--- config.mk ---
export PLATFORM = sky130hd
export DESIGN_NAME = flash_write_status_reporting
export DESIGN_NICKNAME = d
export VERILOG_FILES = /design/src/flash_status_pkg.sv /design/src/flash_write_status_reporting.sv /design/src/flash_bus_cycle.sv
export SDC_FILE = /design/constraint.sdc
export NUM_CORES = 1
export LEC_CHECK = 0
export ABC_AREA = 1
export BUFFER_PORTS_ARGS = -buffer_cell sky130_fd_sc_hd__buf_2
export CAP_MARGIN = 10
export CORE_UTILIZATION = 49
export DETAILED_ROUTE_END_ITERATION = 12
export GPL_TIMING_DRIVEN = 0
export PLACE_DENSITY = 0.79
export SYNTH_ARGS = -nofsm -noshare
export SYNTH_HDL_FRONTEND = slang
export SYNTH_SLANG_ARGS = --single-unit
--- constraint.sdc ---
create_clock -name clk_i -period 1.5 [get_ports clk_i]
set_input_delay 0.3 -clock clk_i [delete_from_list [all_inputs] [get_ports clk_i]]
set_output_delay 0.3 -clock clk_i [all_outputs]
set_load 0.01 [all_outputs]
--- src/flash_status_pkg.sv ---
package flash_status_pkg;

    // flash bus widths
    localparam int ADDR_W = 22;
    localparam int DATA_W = 8;

    // status bit positions on the data lines
    localparam int DATA_POLL_BIT_POS = 7;
    localparam int TOGGLE_BIT_ONE_POS = 6;
    localparam int TIMEOUT_FAILURE_BIT_POS = 5;
    localparam int ERASE_WINDOW_BIT_POS = 3;
    localparam int SECTOR_TOGGLE_BIT_POS = 2;

    // reset command data, written at any address
    localparam logic [7:0] RESET_CMD_DATA = 8'hF0;
    localparam logic [21:0] RESET_CMD_ADDR = 22'h000000;

    // bus timing
    localparam int CLK_PERIOD_NS = 100;
    localparam int READ_STROBE_NS = 100;
    localparam int WRITE_STROBE_NS = 100;
    localparam int READ_STROBE_CYC =
        (READ_STROBE_NS + CLK_PERIOD_NS - 1) / CLK_PERIOD_NS;
    localparam int WRITE_STROBE_CYC =
        (WRITE_STROBE_NS + CLK_PERIOD_NS - 1) / CLK_PERIOD_NS;
    localparam int STROBE_CNT_W = 4;

    // user operations
    localparam logic [1:0] OP_DATA_POLL = 2'h0;
    localparam logic [1:0] OP_TOGGLE = 2'h1;
    localparam logic [1:0] OP_RESET = 2'h2;

endpackage

--- src/flash_write_status_reporting.sv ---
// Function
// - host reads status at the address of the byte being programmed
// - host reads erase status inside a sector selected for erasure
// - polling bit may settle early; take valid data on the next read
// - ready/busy is open-drain; system supplies pull-up, wires may share
// - host does two back-to-back reads, equal toggle bit means finished
// - toggling with timeout bit high: recheck; still toggling is failure
// - host restarts toggle check from double read after leaving
// - after toggle stops, host takes array data from next read
// - host re-reads polling bit even after timeout bit seen high
// - reset command writes F0 anywhere, returns device to array reads
module flash_write_status_reporting #(
    parameter int ADDR_W = flash_status_pkg::ADDR_W,
    parameter int DATA_W = flash_status_pkg::DATA_W
) (
    // clock and reset
    input wire logic clk_i,
    input wire logic reset_n_i,
    // user command port
    input wire logic start_i,
    input wire logic [1:0] op_i,
    input wire logic [ADDR_W-1:0] addr_i,
    input wire logic expect_d7_i,
    input wire logic abort_i,
    output logic busy_o,
    output logic done_o,
    output logic pass_o,
    output logic fail_o,
    output logic [DATA_W-1:0] data_o,
    output logic erase_suspended_o,
    output logic sector_toggling_o,
    output logic device_busy_o,
    // flash pins
    output logic ce_n_o,
    output logic oe_n_o,
    output logic we_n_o,
    output logic [ADDR_W-1:0] flash_addr_o,
    input wire logic [DATA_W-1:0] flash_data_i,
    output logic [DATA_W-1:0] flash_data_o,
    output logic flash_data_oe_o,
    input wire logic ready_busy_n_i
);
    typedef enum logic [7:0] {
        S_IDLE = 8'b0000_0001,
        S_READ_A = 8'b0000_0010,
        S_READ_B = 8'b0000_0100,
        S_READ_C = 8'b0000_1000,
        S_READ_D = 8'b0001_0000,
        S_FINAL = 8'b0010_0000,
        S_RESET = 8'b0100_0000,
        S_DONE = 8'b1000_0000
    } poll_state_t;

    localparam int P7 = flash_status_pkg::DATA_POLL_BIT_POS;
    localparam int P6 = flash_status_pkg::TOGGLE_BIT_ONE_POS;
    localparam int P5 = flash_status_pkg::TIMEOUT_FAILURE_BIT_POS;
    localparam int P2 = flash_status_pkg::SECTOR_TOGGLE_BIT_POS;

    poll_state_t state_q, state_d;
    logic [1:0] op_q;
    logic [ADDR_W-1:0] addr_q;
    logic expect_q;
    logic [DATA_W-1:0] prev_q, data_q;
    logic pass_q, fail_q, susp_q, stog_q;

    logic bus_done;
    logic [DATA_W-1:0] rdata;

    wire logic is_toggle = (op_q == flash_status_pkg::OP_TOGGLE);
    wire logic in_read = (state_q == S_READ_A) || (state_q == S_READ_B) ||
        (state_q == S_READ_C) || (state_q == S_READ_D) ||
        (state_q == S_FINAL);
    wire logic in_write = (state_q == S_RESET);
    wire logic bus_req = in_read || in_write;
    wire logic [ADDR_W-1:0] bus_addr =
        in_write ? flash_status_pkg::RESET_CMD_ADDR : addr_q;
    wire logic poll_true = (rdata[P7] == expect_q);
    wire logic tog_same = (rdata[P6] == prev_q[P6]);
    wire logic stog_diff = (rdata[P2] != prev_q[P2]);
    wire logic timed_out = rdata[P5];
    // abort lets the host leave; a new start redoes the double read
    wire logic stop_early = abort_i && bus_done &&
        (state_q == S_READ_A || state_q == S_READ_B);
    // events that commit a result
    wire logic start_taken = (state_q == S_IDLE) && start_i;
    wire logic final_taken = (state_q == S_FINAL) && bus_done;
    wire logic reset_taken = (state_q == S_RESET) && bus_done;
    wire logic pair_taken = (state_q == S_READ_B) && bus_done;

    always_comb begin
        state_d = state_q;
        case (state_q)
            S_IDLE: begin
                if (start_i) begin
                    if (op_i == flash_status_pkg::OP_RESET) state_d = S_RESET;
                    else state_d = S_READ_A;
                end
            end
            S_READ_A: begin
                if (stop_early) state_d = S_IDLE;
                else if (bus_done && is_toggle) state_d = S_READ_B;
                else if (bus_done && poll_true) state_d = S_FINAL;
                else if (bus_done && timed_out) state_d = S_READ_C;
            end
            S_READ_B: begin
                if (stop_early) state_d = S_IDLE;
                else if (bus_done && tog_same) state_d = S_FINAL;
                else if (bus_done && timed_out) state_d = S_READ_C;
            end
            S_READ_C: begin
                if (bus_done && is_toggle) state_d = S_READ_D;
                else if (bus_done && poll_true) state_d = S_FINAL;
                else if (bus_done) state_d = S_RESET;
            end
            S_READ_D: begin
                if (bus_done && tog_same) state_d = S_FINAL;
                else if (bus_done) state_d = S_RESET;
            end
            S_FINAL: if (bus_done) state_d = S_DONE;
            S_RESET: if (bus_done) state_d = S_DONE;
            S_DONE: state_d = S_IDLE;
            default: state_d = S_IDLE;
        endcase
    end

    always_ff @(posedge clk_i or negedge reset_n_i) begin
        if (!reset_n_i) begin
            state_q <= S_IDLE;
            op_q <= 2'h0;
            addr_q <= '0;
            expect_q <= 1'b0;
            prev_q <= '0;
        end else begin
            state_q <= state_d;
            if (start_taken) begin
                op_q <= op_i;
                // status address: program target or erased sector
                addr_q <= addr_i;
                // erase polls expect 1 on the polling bit
                expect_q <= expect_d7_i;
            end
            if (bus_done && in_read) prev_q <= rdata;
        end
    end

    always_ff @(posedge clk_i or negedge reset_n_i) begin
        if (!reset_n_i) begin
            data_q <= '0;
            pass_q <= 1'b0;
            fail_q <= 1'b0;
            susp_q <= 1'b0;
            stog_q <= 1'b0;
        end else begin
            if (start_taken) begin
                pass_q <= 1'b0;
                fail_q <= 1'b0;
                // compare flags of an older check are stale now
                susp_q <= 1'b0;
                stog_q <= 1'b0;
            end
            // array data only from the read after status settled
            if (final_taken) begin
                data_q <= rdata;
                pass_q <= 1'b1;
            end
            if (reset_taken) begin
                fail_q <= (op_q != flash_status_pkg::OP_RESET);
            end
            // steady toggle bit with moving sector bit: erase paused
            if (pair_taken) begin
                stog_q <= stog_diff;
                susp_q <= tog_same && stog_diff;
            end
        end
    end

    flash_bus_cycle #(
        .ADDR_W(ADDR_W),
        .DATA_W(DATA_W)
    ) u_bus (
        .clk_i(clk_i),
        .reset_n_i(reset_n_i),
        .req_i(bus_req),
        .write_i(in_write),
        .addr_i(bus_addr),
        .wdata_i(flash_status_pkg::RESET_CMD_DATA),
        .done_o(bus_done),
        .rdata_o(rdata),
        .ce_n_o(ce_n_o),
        .oe_n_o(oe_n_o),
        .we_n_o(we_n_o),
        .addr_o(flash_addr_o),
        .data_i(flash_data_i),
        .data_o(flash_data_o),
        .data_oe_o(flash_data_oe_o)
    );

    assign busy_o = (state_q != S_IDLE);
    assign done_o = (state_q == S_DONE);
    assign pass_o = pass_q;
    assign fail_o = fail_q;
    assign data_o = data_q;
    assign erase_suspended_o = susp_q;
    assign sector_toggling_o = stog_q;
    // pin is open-drain, pulled up outside; low means busy
    assign device_busy_o = !ready_busy_n_i;
endmodule

--- src/flash_bus_cycle.sv ---
module flash_bus_cycle #(
    parameter int ADDR_W = flash_status_pkg::ADDR_W,
    parameter int DATA_W = flash_status_pkg::DATA_W
) (
    // clock and reset
    input wire logic clk_i,
    input wire logic reset_n_i,
    // cycle request
    input wire logic req_i,
    input wire logic write_i,
    input wire logic [ADDR_W-1:0] addr_i,
    input wire logic [DATA_W-1:0] wdata_i,
    output logic done_o,
    output logic [DATA_W-1:0] rdata_o,
    // flash pins
    output logic ce_n_o,
    output logic oe_n_o,
    output logic we_n_o,
    output logic [ADDR_W-1:0] addr_o,
    input wire logic [DATA_W-1:0] data_i,
    output logic [DATA_W-1:0] data_o,
    output logic data_oe_o
);
    typedef enum logic [3:0] {
        B_IDLE = 4'b0001,
        B_SETUP = 4'b0010,
        B_STROBE = 4'b0100,
        B_HOLD = 4'b1000
    } bus_state_t;

    localparam logic [3:0] RD_CYC =
        4'(flash_status_pkg::READ_STROBE_CYC);
    localparam logic [3:0] WR_CYC =
        4'(flash_status_pkg::WRITE_STROBE_CYC);

    bus_state_t state_q, state_d;
    logic write_q;
    logic [3:0] cnt_q;
    logic [ADDR_W-1:0] addr_q;
    logic [DATA_W-1:0] wdata_q, rdata_q;

    wire logic accept = (state_q == B_IDLE) && req_i;
    wire logic strobe_last = (state_q == B_STROBE) && (cnt_q == 4'h1);
    wire logic in_cycle = (state_q != B_IDLE);

    always_comb begin
        state_d = state_q;
        case (state_q)
            B_IDLE: if (req_i) state_d = B_SETUP;
            B_SETUP: state_d = B_STROBE;
            B_STROBE: if (strobe_last) state_d = B_HOLD;
            B_HOLD: state_d = B_IDLE;
            default: state_d = B_IDLE;
        endcase
    end

    always_ff @(posedge clk_i or negedge reset_n_i) begin
        if (!reset_n_i) begin
            state_q <= B_IDLE;
            write_q <= 1'b0;
            cnt_q <= 4'h0;
            addr_q <= '0;
            wdata_q <= '0;
            rdata_q <= '0;
        end else begin
            state_q <= state_d;
            if (accept) begin
                write_q <= write_i;
                addr_q <= addr_i;
                wdata_q <= wdata_i;
            end
            if (state_q == B_SETUP) cnt_q <= write_q ? WR_CYC : RD_CYC;
            else if (state_q == B_STROBE) cnt_q <= cnt_q - 4'h1;
            // sample at the end of the output-enable strobe
            if (strobe_last && !write_q) rdata_q <= data_i;
        end
    end

    assign done_o = (state_q == B_HOLD);
    assign rdata_o = rdata_q;
    assign ce_n_o = !in_cycle;
    assign oe_n_o = !((state_q == B_STROBE) && !write_q);
    assign we_n_o = !((state_q == B_STROBE) && write_q);
    assign addr_o = addr_q;
    assign data_o = wdata_q;
    assign data_oe_o = in_cycle && write_q;
endmodule

==> results of run 1 <==
worst min-delay path, stage by stage:
cell     delay [ps]
buf_2            80
nand2_2          40
nand2_1          40
timing repair:
action                                  in CTS  in global routing
buffers inserted                            50                 24
endpoints found under the hold margin       21                  0
resized for setup                          150                135
hold buffers                                 1                  0
pin swaps                                   51                 57
endpoints found under the setup margin      70                 85
gates cloned                                 8                  0
metal layers:
layer,track usage [%],up-vias
li1,-,1806
met1,38.0,2094
met2,55.5,300
met3,7.15,97
met4,19.0,0
met5,0,-
final cells by class:
class                   count  area share (%)
plain buffers              23            4.02
clock buffers              10            2.10
clock inverters             6            1.53
inverters                  42            2.75
multi-input cells         313            35.1
flip-flops and latches     87            33.4
well taps                 102            1.95
repair buffers            157            19.1
kinds of logic (layout without fill, tap and decap cells):
group / after synthesis / after routing
other cells: 1 / 4
compound gates: 30 / 30
xor+xnor: 2 / 2
fa+ha+maj: 2 / 2
simple gates: 264 / 264
mux: 11 / 11
buf+inv: 65 / 238
flops: 87 / 87
state kept, by name (all words and copies together) (netlist names):
register / count
addr_q: 22
u_bus.addr_o: 22
data_o: 8
state_q: 8
u_bus.rdata_o: 8
u_bus.cnt_q: 4
u_bus.state_q: 4
op_q: 2
prev_q: 2
erase_suspended_o: 1
expect_q: 1
fail_o: 1
pass_o: 1
sector_toggling_o: 1
u_bus.data_o: 1
u_bus.write_q: 1
power breakdown:
part,switching (mW),internal (mW),total [mW]
Sequential,0.637,3.03,3.67
Clock,0.986,1.01,2.00
Combinational,2.99,2.48,5.48
cells in the final DEF (no fill, tap or decap), types with 10 or more instances in the layout:
cell	synthesis	layout
inv_1	37	27
nor2_1	23	11
nand3_1	21	12
inv_2	4	12
nand2_1	156	69
dfrtp_1	85	79
nand2_2	21	73
buf_6	2	33
nand2_4	3	33
buf_2	5	81
nor2_4	3	16
buf_4	12	43
clkbuf_8	0	10
nand4_1	23	23
worst paths after layout:
path | cells after the start | slack (ps) | startpoint | endpoint
max in group asynchronous | 3 | 510 | reset_n_i | u_bus.state_q[0]$_DFFE_PN1P_
worst max register to register | 11 | -340 | state_q[0]$_DFFE_PN1P_ | u_bus.addr_o[13]$_DFFE_PN0P_
worst max-delay path | 11 | -340 | state_q[0]$_DFFE_PN1P_ | u_bus.addr_o[13]$_DFFE_PN0P_
worst min register to register | 1 | 470 | u_bus.cnt_q[3]$_DFFE_PN0N_ | u_bus.cnt_q[3]$_DFFE_PN0N_
min in group asynchronous | 2 | 360 | reset_n_i | addr_q[6]$_DFFE_PN0P_
worst min-delay path | 3 | 120 | addr_i[7] | addr_q[7]$_DFFE_PN0P_
==> metrics, run 1 <==
measured slew at the worst slew-check pin a little under 700 ps; syn avg cell area 8.86 sq um; Via density between 5 and 6; Cells after Synth around 460; height of the die 93.4 um; met2 WL slightly below 8000 um; HPWL Detailed between 6000 and 7000 um; simple-gate share of the synthesized area 30.1%; P_leak between 3 and 4 nW; H-tree levels 3; vias in the first global route approximately 4.1k; drt first pass iters 5; Critical Path End Type flip-flop; placed cells between 600 and 700; status finished, violations left; worst-path fanout max 6; first-pass GRT wire length 21200 um; highest metal layer with signal wires met4; initial antenna violation count 0; met3 WL roughly 1300 um; Seq/Total Area, Yosys 53.2%; Die Span X 93.4 um; CTS buffer count 9; Util after Layout about 83%; core footprint around 8000 sq um; Main synth FF type dfrtp_1; final WL 15300 um; Area growth, synth to finish 59.8%; CP arrival around 2100 ps; Slowest cell on crit path dfstp_2; worst-skew pair later-pin latency 380 ps; Multi-input gate area roughly 2300 sq um; 1st-iter DRT viols approximately 240; GRT overflow 0; share of cells above drive strength 1 between 60 and 70%; failing checks negative setup slack; area fraction in compound gates after synthesis under 10%; # rows 32; unrepaired setup endpoints after global routing yes; Register Area around 2200 sq um; Max VDD drop around 1100 uV; critical path type reg2reg; Yosys warnings 0; mux contribution to synthesized area 3.27%; max_slew headroom 54.1%; port bufs 82; post-synthesis adder-cell area fraction less than 1%; # DRC 0; post-DR wirelength/cell just over 20 um; Placement Cell Area approximately 4700 sq um; synthesized flop and latch total between 80 and 90; top-count cell post-synth nand2_1; cell accounting for the most synthesized area dfrtp_1; Post-synth top cells nand2_1, dfrtp_1, inv_1, nand4_1, nor2_1; Layout Cell Area excl Fill about 6500 sq um; total power between 10 and 15 mW; Max Clock Freq 0.544 GHz; CP bufs+invs 3; class of the worst hold path in2reg; wire length on met1 around 5300 um; Worst Setup Slack, final -337 ps; CTS tree done; Post-DRT Antenna Nets 0; CP startpoint kind flip-flop; max cap viols 0; Starting Density 51.9%; CP top delay family simple AND/OR/NAND/NOR gates; crit path cell chain nor2_4 -> nand2_4 -> inv_4 -> nand2_4 -> nand2_4 -> nor2_4 -> buf_6 -> nand2_8 -> buf_6 -> nand4_1 -> nand2_1; Setup Skew 17.0 ps; largest net degree at the start of global routing 67; area of the mapped netlist about 4000 sq um; endpoints failing setup about 90; Clock transition at path regs 110 ps; Final Hold Slack roughly 120 ps; fraction of registers with async set/reset 100%; minimum clock period about 1800 ps; pre-CTS setup slack -250 ps; max incr delay on CP approximately 620 ps; dominant cells by area after synthesis dfrtp_1, nand2_1, nand4_1; CTS sink cnt 87; Fin. Hold Viols 0; synth unique cells 39; Tcrit/Tclk final 122%; final net count between 600 and 700; root cell of the clock tree clkbuf_8; main combinational cell family by area after synthesis simple AND/OR/NAND/NOR gates; Diodes inserted 0; Die Area ~8700 sq um; Ports 87; Max clock buf depth 2; crit-path most repeated cell nand2_4; share of the synthesized area in the top cell type approximately half; setup total negative slack -17640 ps; Final Max Tran Viols 0; Power per Cell Area about 1700 nW/um^2; post-synthesis xor/xnor area fraction 0.428%; fill cell total of the finished layout between 400 and 500; Post-synth EDFFs 0; gr usage total between 30 and 40%; via count approximately 4.3k; non-filler cells, final 740; WP data required roughly 1800 ps; gpl congestion 0.871
Power figures use the tool's default switching activity.
==> inputs of run 2 (changes only) <==
BUFFER_PORTS_ARGS = not set   (was -buffer_cell sky130_fd_sc_hd__buf_2)
CORE_UTILIZATION = 57   (was 49)
DONT_BUFFER_PORTS = 1   (was not set)
PLACE_DENSITY = 0.78   (was 0.79)
==> run 2 against run 1 <==
Net effect: the flow finishes with violations (negative hold slack, negative setup slack); worst setup slack improved by 110 ps; clock-buffer cell count did not move; power fell by 21%; combinational power fell by 36%; critical path type unchanged; largest cell class is now sequential cells.
==> metrics, run 2 (synthesis results as in run 1) <==
Max Clock Freq 0.579 GHz (+6.3%); share of cells above drive strength 1 37.5% (-23 points); Diodes inserted 0 (unchanged); P_leak 2.75 nW (-20%); WP data required 1810 ps (+50 ps); endpoints failing setup 75 (-18%); CTS tree done; Final Max Tran Viols 0 (unchanged); status finished, violations left; minimum clock period 1730 ps (-109 ps); first-pass GRT wire length 15600 um (-27%); Clock transition at path regs 100 ps (about the same); final WL 10400 um (-32%); vias in the first global route 3308 (-20%); # rows 30 (-6.3%); height of the die 86.8 um (-7.1%); Max clock buf depth 2 (unchanged); core footprint 6870 sq um (-13%); CTS buffer count 9 (unchanged); initial antenna violation count 0 (unchanged); setup total negative slack -11050 ps (+6590 ps); gpl congestion 0.879 (+0.96%); worst-skew pair later-pin latency 370 ps (about the same); Tcrit/Tclk final 115% (-7.3 points); Setup Skew 15.1 ps (-1.92 ps); HPWL Detailed 6010 um (-9.6%); CP startpoint kind flip-flop; CP arrival 2040 ps (-60 ps); 1st-iter DRT viols 260 (+7.0%); drt first pass iters 6 (+1); most frequent cells in the layout nand2_1, dfrtp_1, buf_4; root cell of the clock tree clkbuf_8; Worst Setup Slack, final -228 ps (+109 ps); max cap viols 0 (unchanged); post-DR wirelength/cell 16.7 um (-20%); Critical Path End Type flip-flop; Area growth, synth to finish 29.7%; unrepaired setup endpoints after global routing yes; commonest non-fill, non-tap cell in the layout nand2_1; # DRC 0 (unchanged); Max VDD drop 1080 uV (+0.11%); final net count 563 (-16%); Die Area 7530 sq um (-14%); gr usage total 27.6% (-5.1 points); total power 8.85 mW (-21%); Final Hold Slack -382 ps (-503 ps); CTS sink cnt 87 (unchanged); H-tree levels 3 (unchanged); GRT overflow 0 (unchanged); via count 3458 (-20%); Starting Density 59.6% (+7.7 points); Post-DRT Antenna Nets 0 (unchanged); max_slew headroom 57.4% (+3.3 points); failing checks negative hold slack, negative setup slack; port bufs 0 (-100%); class of the worst hold path in2async; Via density 5.54 (-4.6%); Ports 87 (unchanged); critical path type reg2reg; measured slew at the worst slew-check pin 634 ps (-49.4 ps); Fin. Hold Viols 87 (+87); Power per Cell Area 1670 nW/um^2 (-2.1%); largest net degree at the start of global routing 88 (+31%); worst-path fanout max 5 (-1); Die Span X 86.8 um (-7.1%)
[run 2: critical path, stage by stage, from the launching register on]
cell and delay (ps):
dfstp_2 590, nor2_4 50, nand2_4 90, inv_2 70, nand2_4 80, nand2_4 70
nor2_4 140, nand3_4 110, nand2_4 110, bufbuf_16 260, nand2_1 50, nand2_1 50
[run 2: routing by layer]
metal / track usage (%) / up-vias / part of all wire (%)
met2: 45.8 / 170 / 51
li1: - / 1587 / -
met3: 7.62 / 37 / 7.7
met1: 34.3 / 1664 / 39
met5: 0 / - / 0
met4: 10.9 / 0 / 2.9
[run 2: path summary, 6_finish.rpt]
path	start	to	slack (ps)	depth (start not counted)
worst max-delay path	state_q[0]$_DFFE_PN1P_	u_bus.addr_o[5]$_DFFE_PN0P_	-230	11
worst min-delay path	reset_n_i	u_bus.state_q[2]$_DFFE_PN0P_	-380	0
worst max register to register	state_q[0]$_DFFE_PN1P_	u_bus.addr_o[5]$_DFFE_PN0P_	-230	11
worst min register to register	addr_q[16]$_DFFE_PN0P_	addr_q[16]$_DFFE_PN0P_	490	2
max in group asynchronous	reset_n_i	u_bus.state_q[0]$_DFFE_PN1P_	1670	0
min in group clk_i	addr_i[21]	addr_q[21]$_DFFE_PN0P_	30	2
[run 2: area by class of cell]
type	instances	area (sq um)
Buffer	23	245
Clock buffer	10	128
Clock inverter	6	77.6
Fill cell	454	1560
Inverter	42	170
Multi-Input combinational cell	313	1920
Sequential cell	87	2190
Tap cell	96	120
Timing Repair Buffer	47	457
[run 2: power breakdown]
group	internal, mW	switching (mW)
clock network	0.799	0.900
logic	1.55	1.97
registers	3.03	0.609
total	5.38	3.47
[run 2: per-stage QoR]
stage                     cells  utilization [%]  instance area [sq um]  setup slack (ps)
after floorplan             465                -                   4110              10.2
after global placement      561             61.5                   4230              -175
after detailed placement    561             61.5                   4230              -178
after CTS                   608             72.3                   4960              -201
after global routing        624             77.3                   5310              -287
final                       624             77.3                   5310              -228
[run 2: repair_timing]
action	in CTS	in global routing
cloned	2	1
pin swaps	11	22
setup endpoints to repair	67	85
resized for setup	69	66
endpoints found under the hold margin	87	87
buffers inserted	30	17
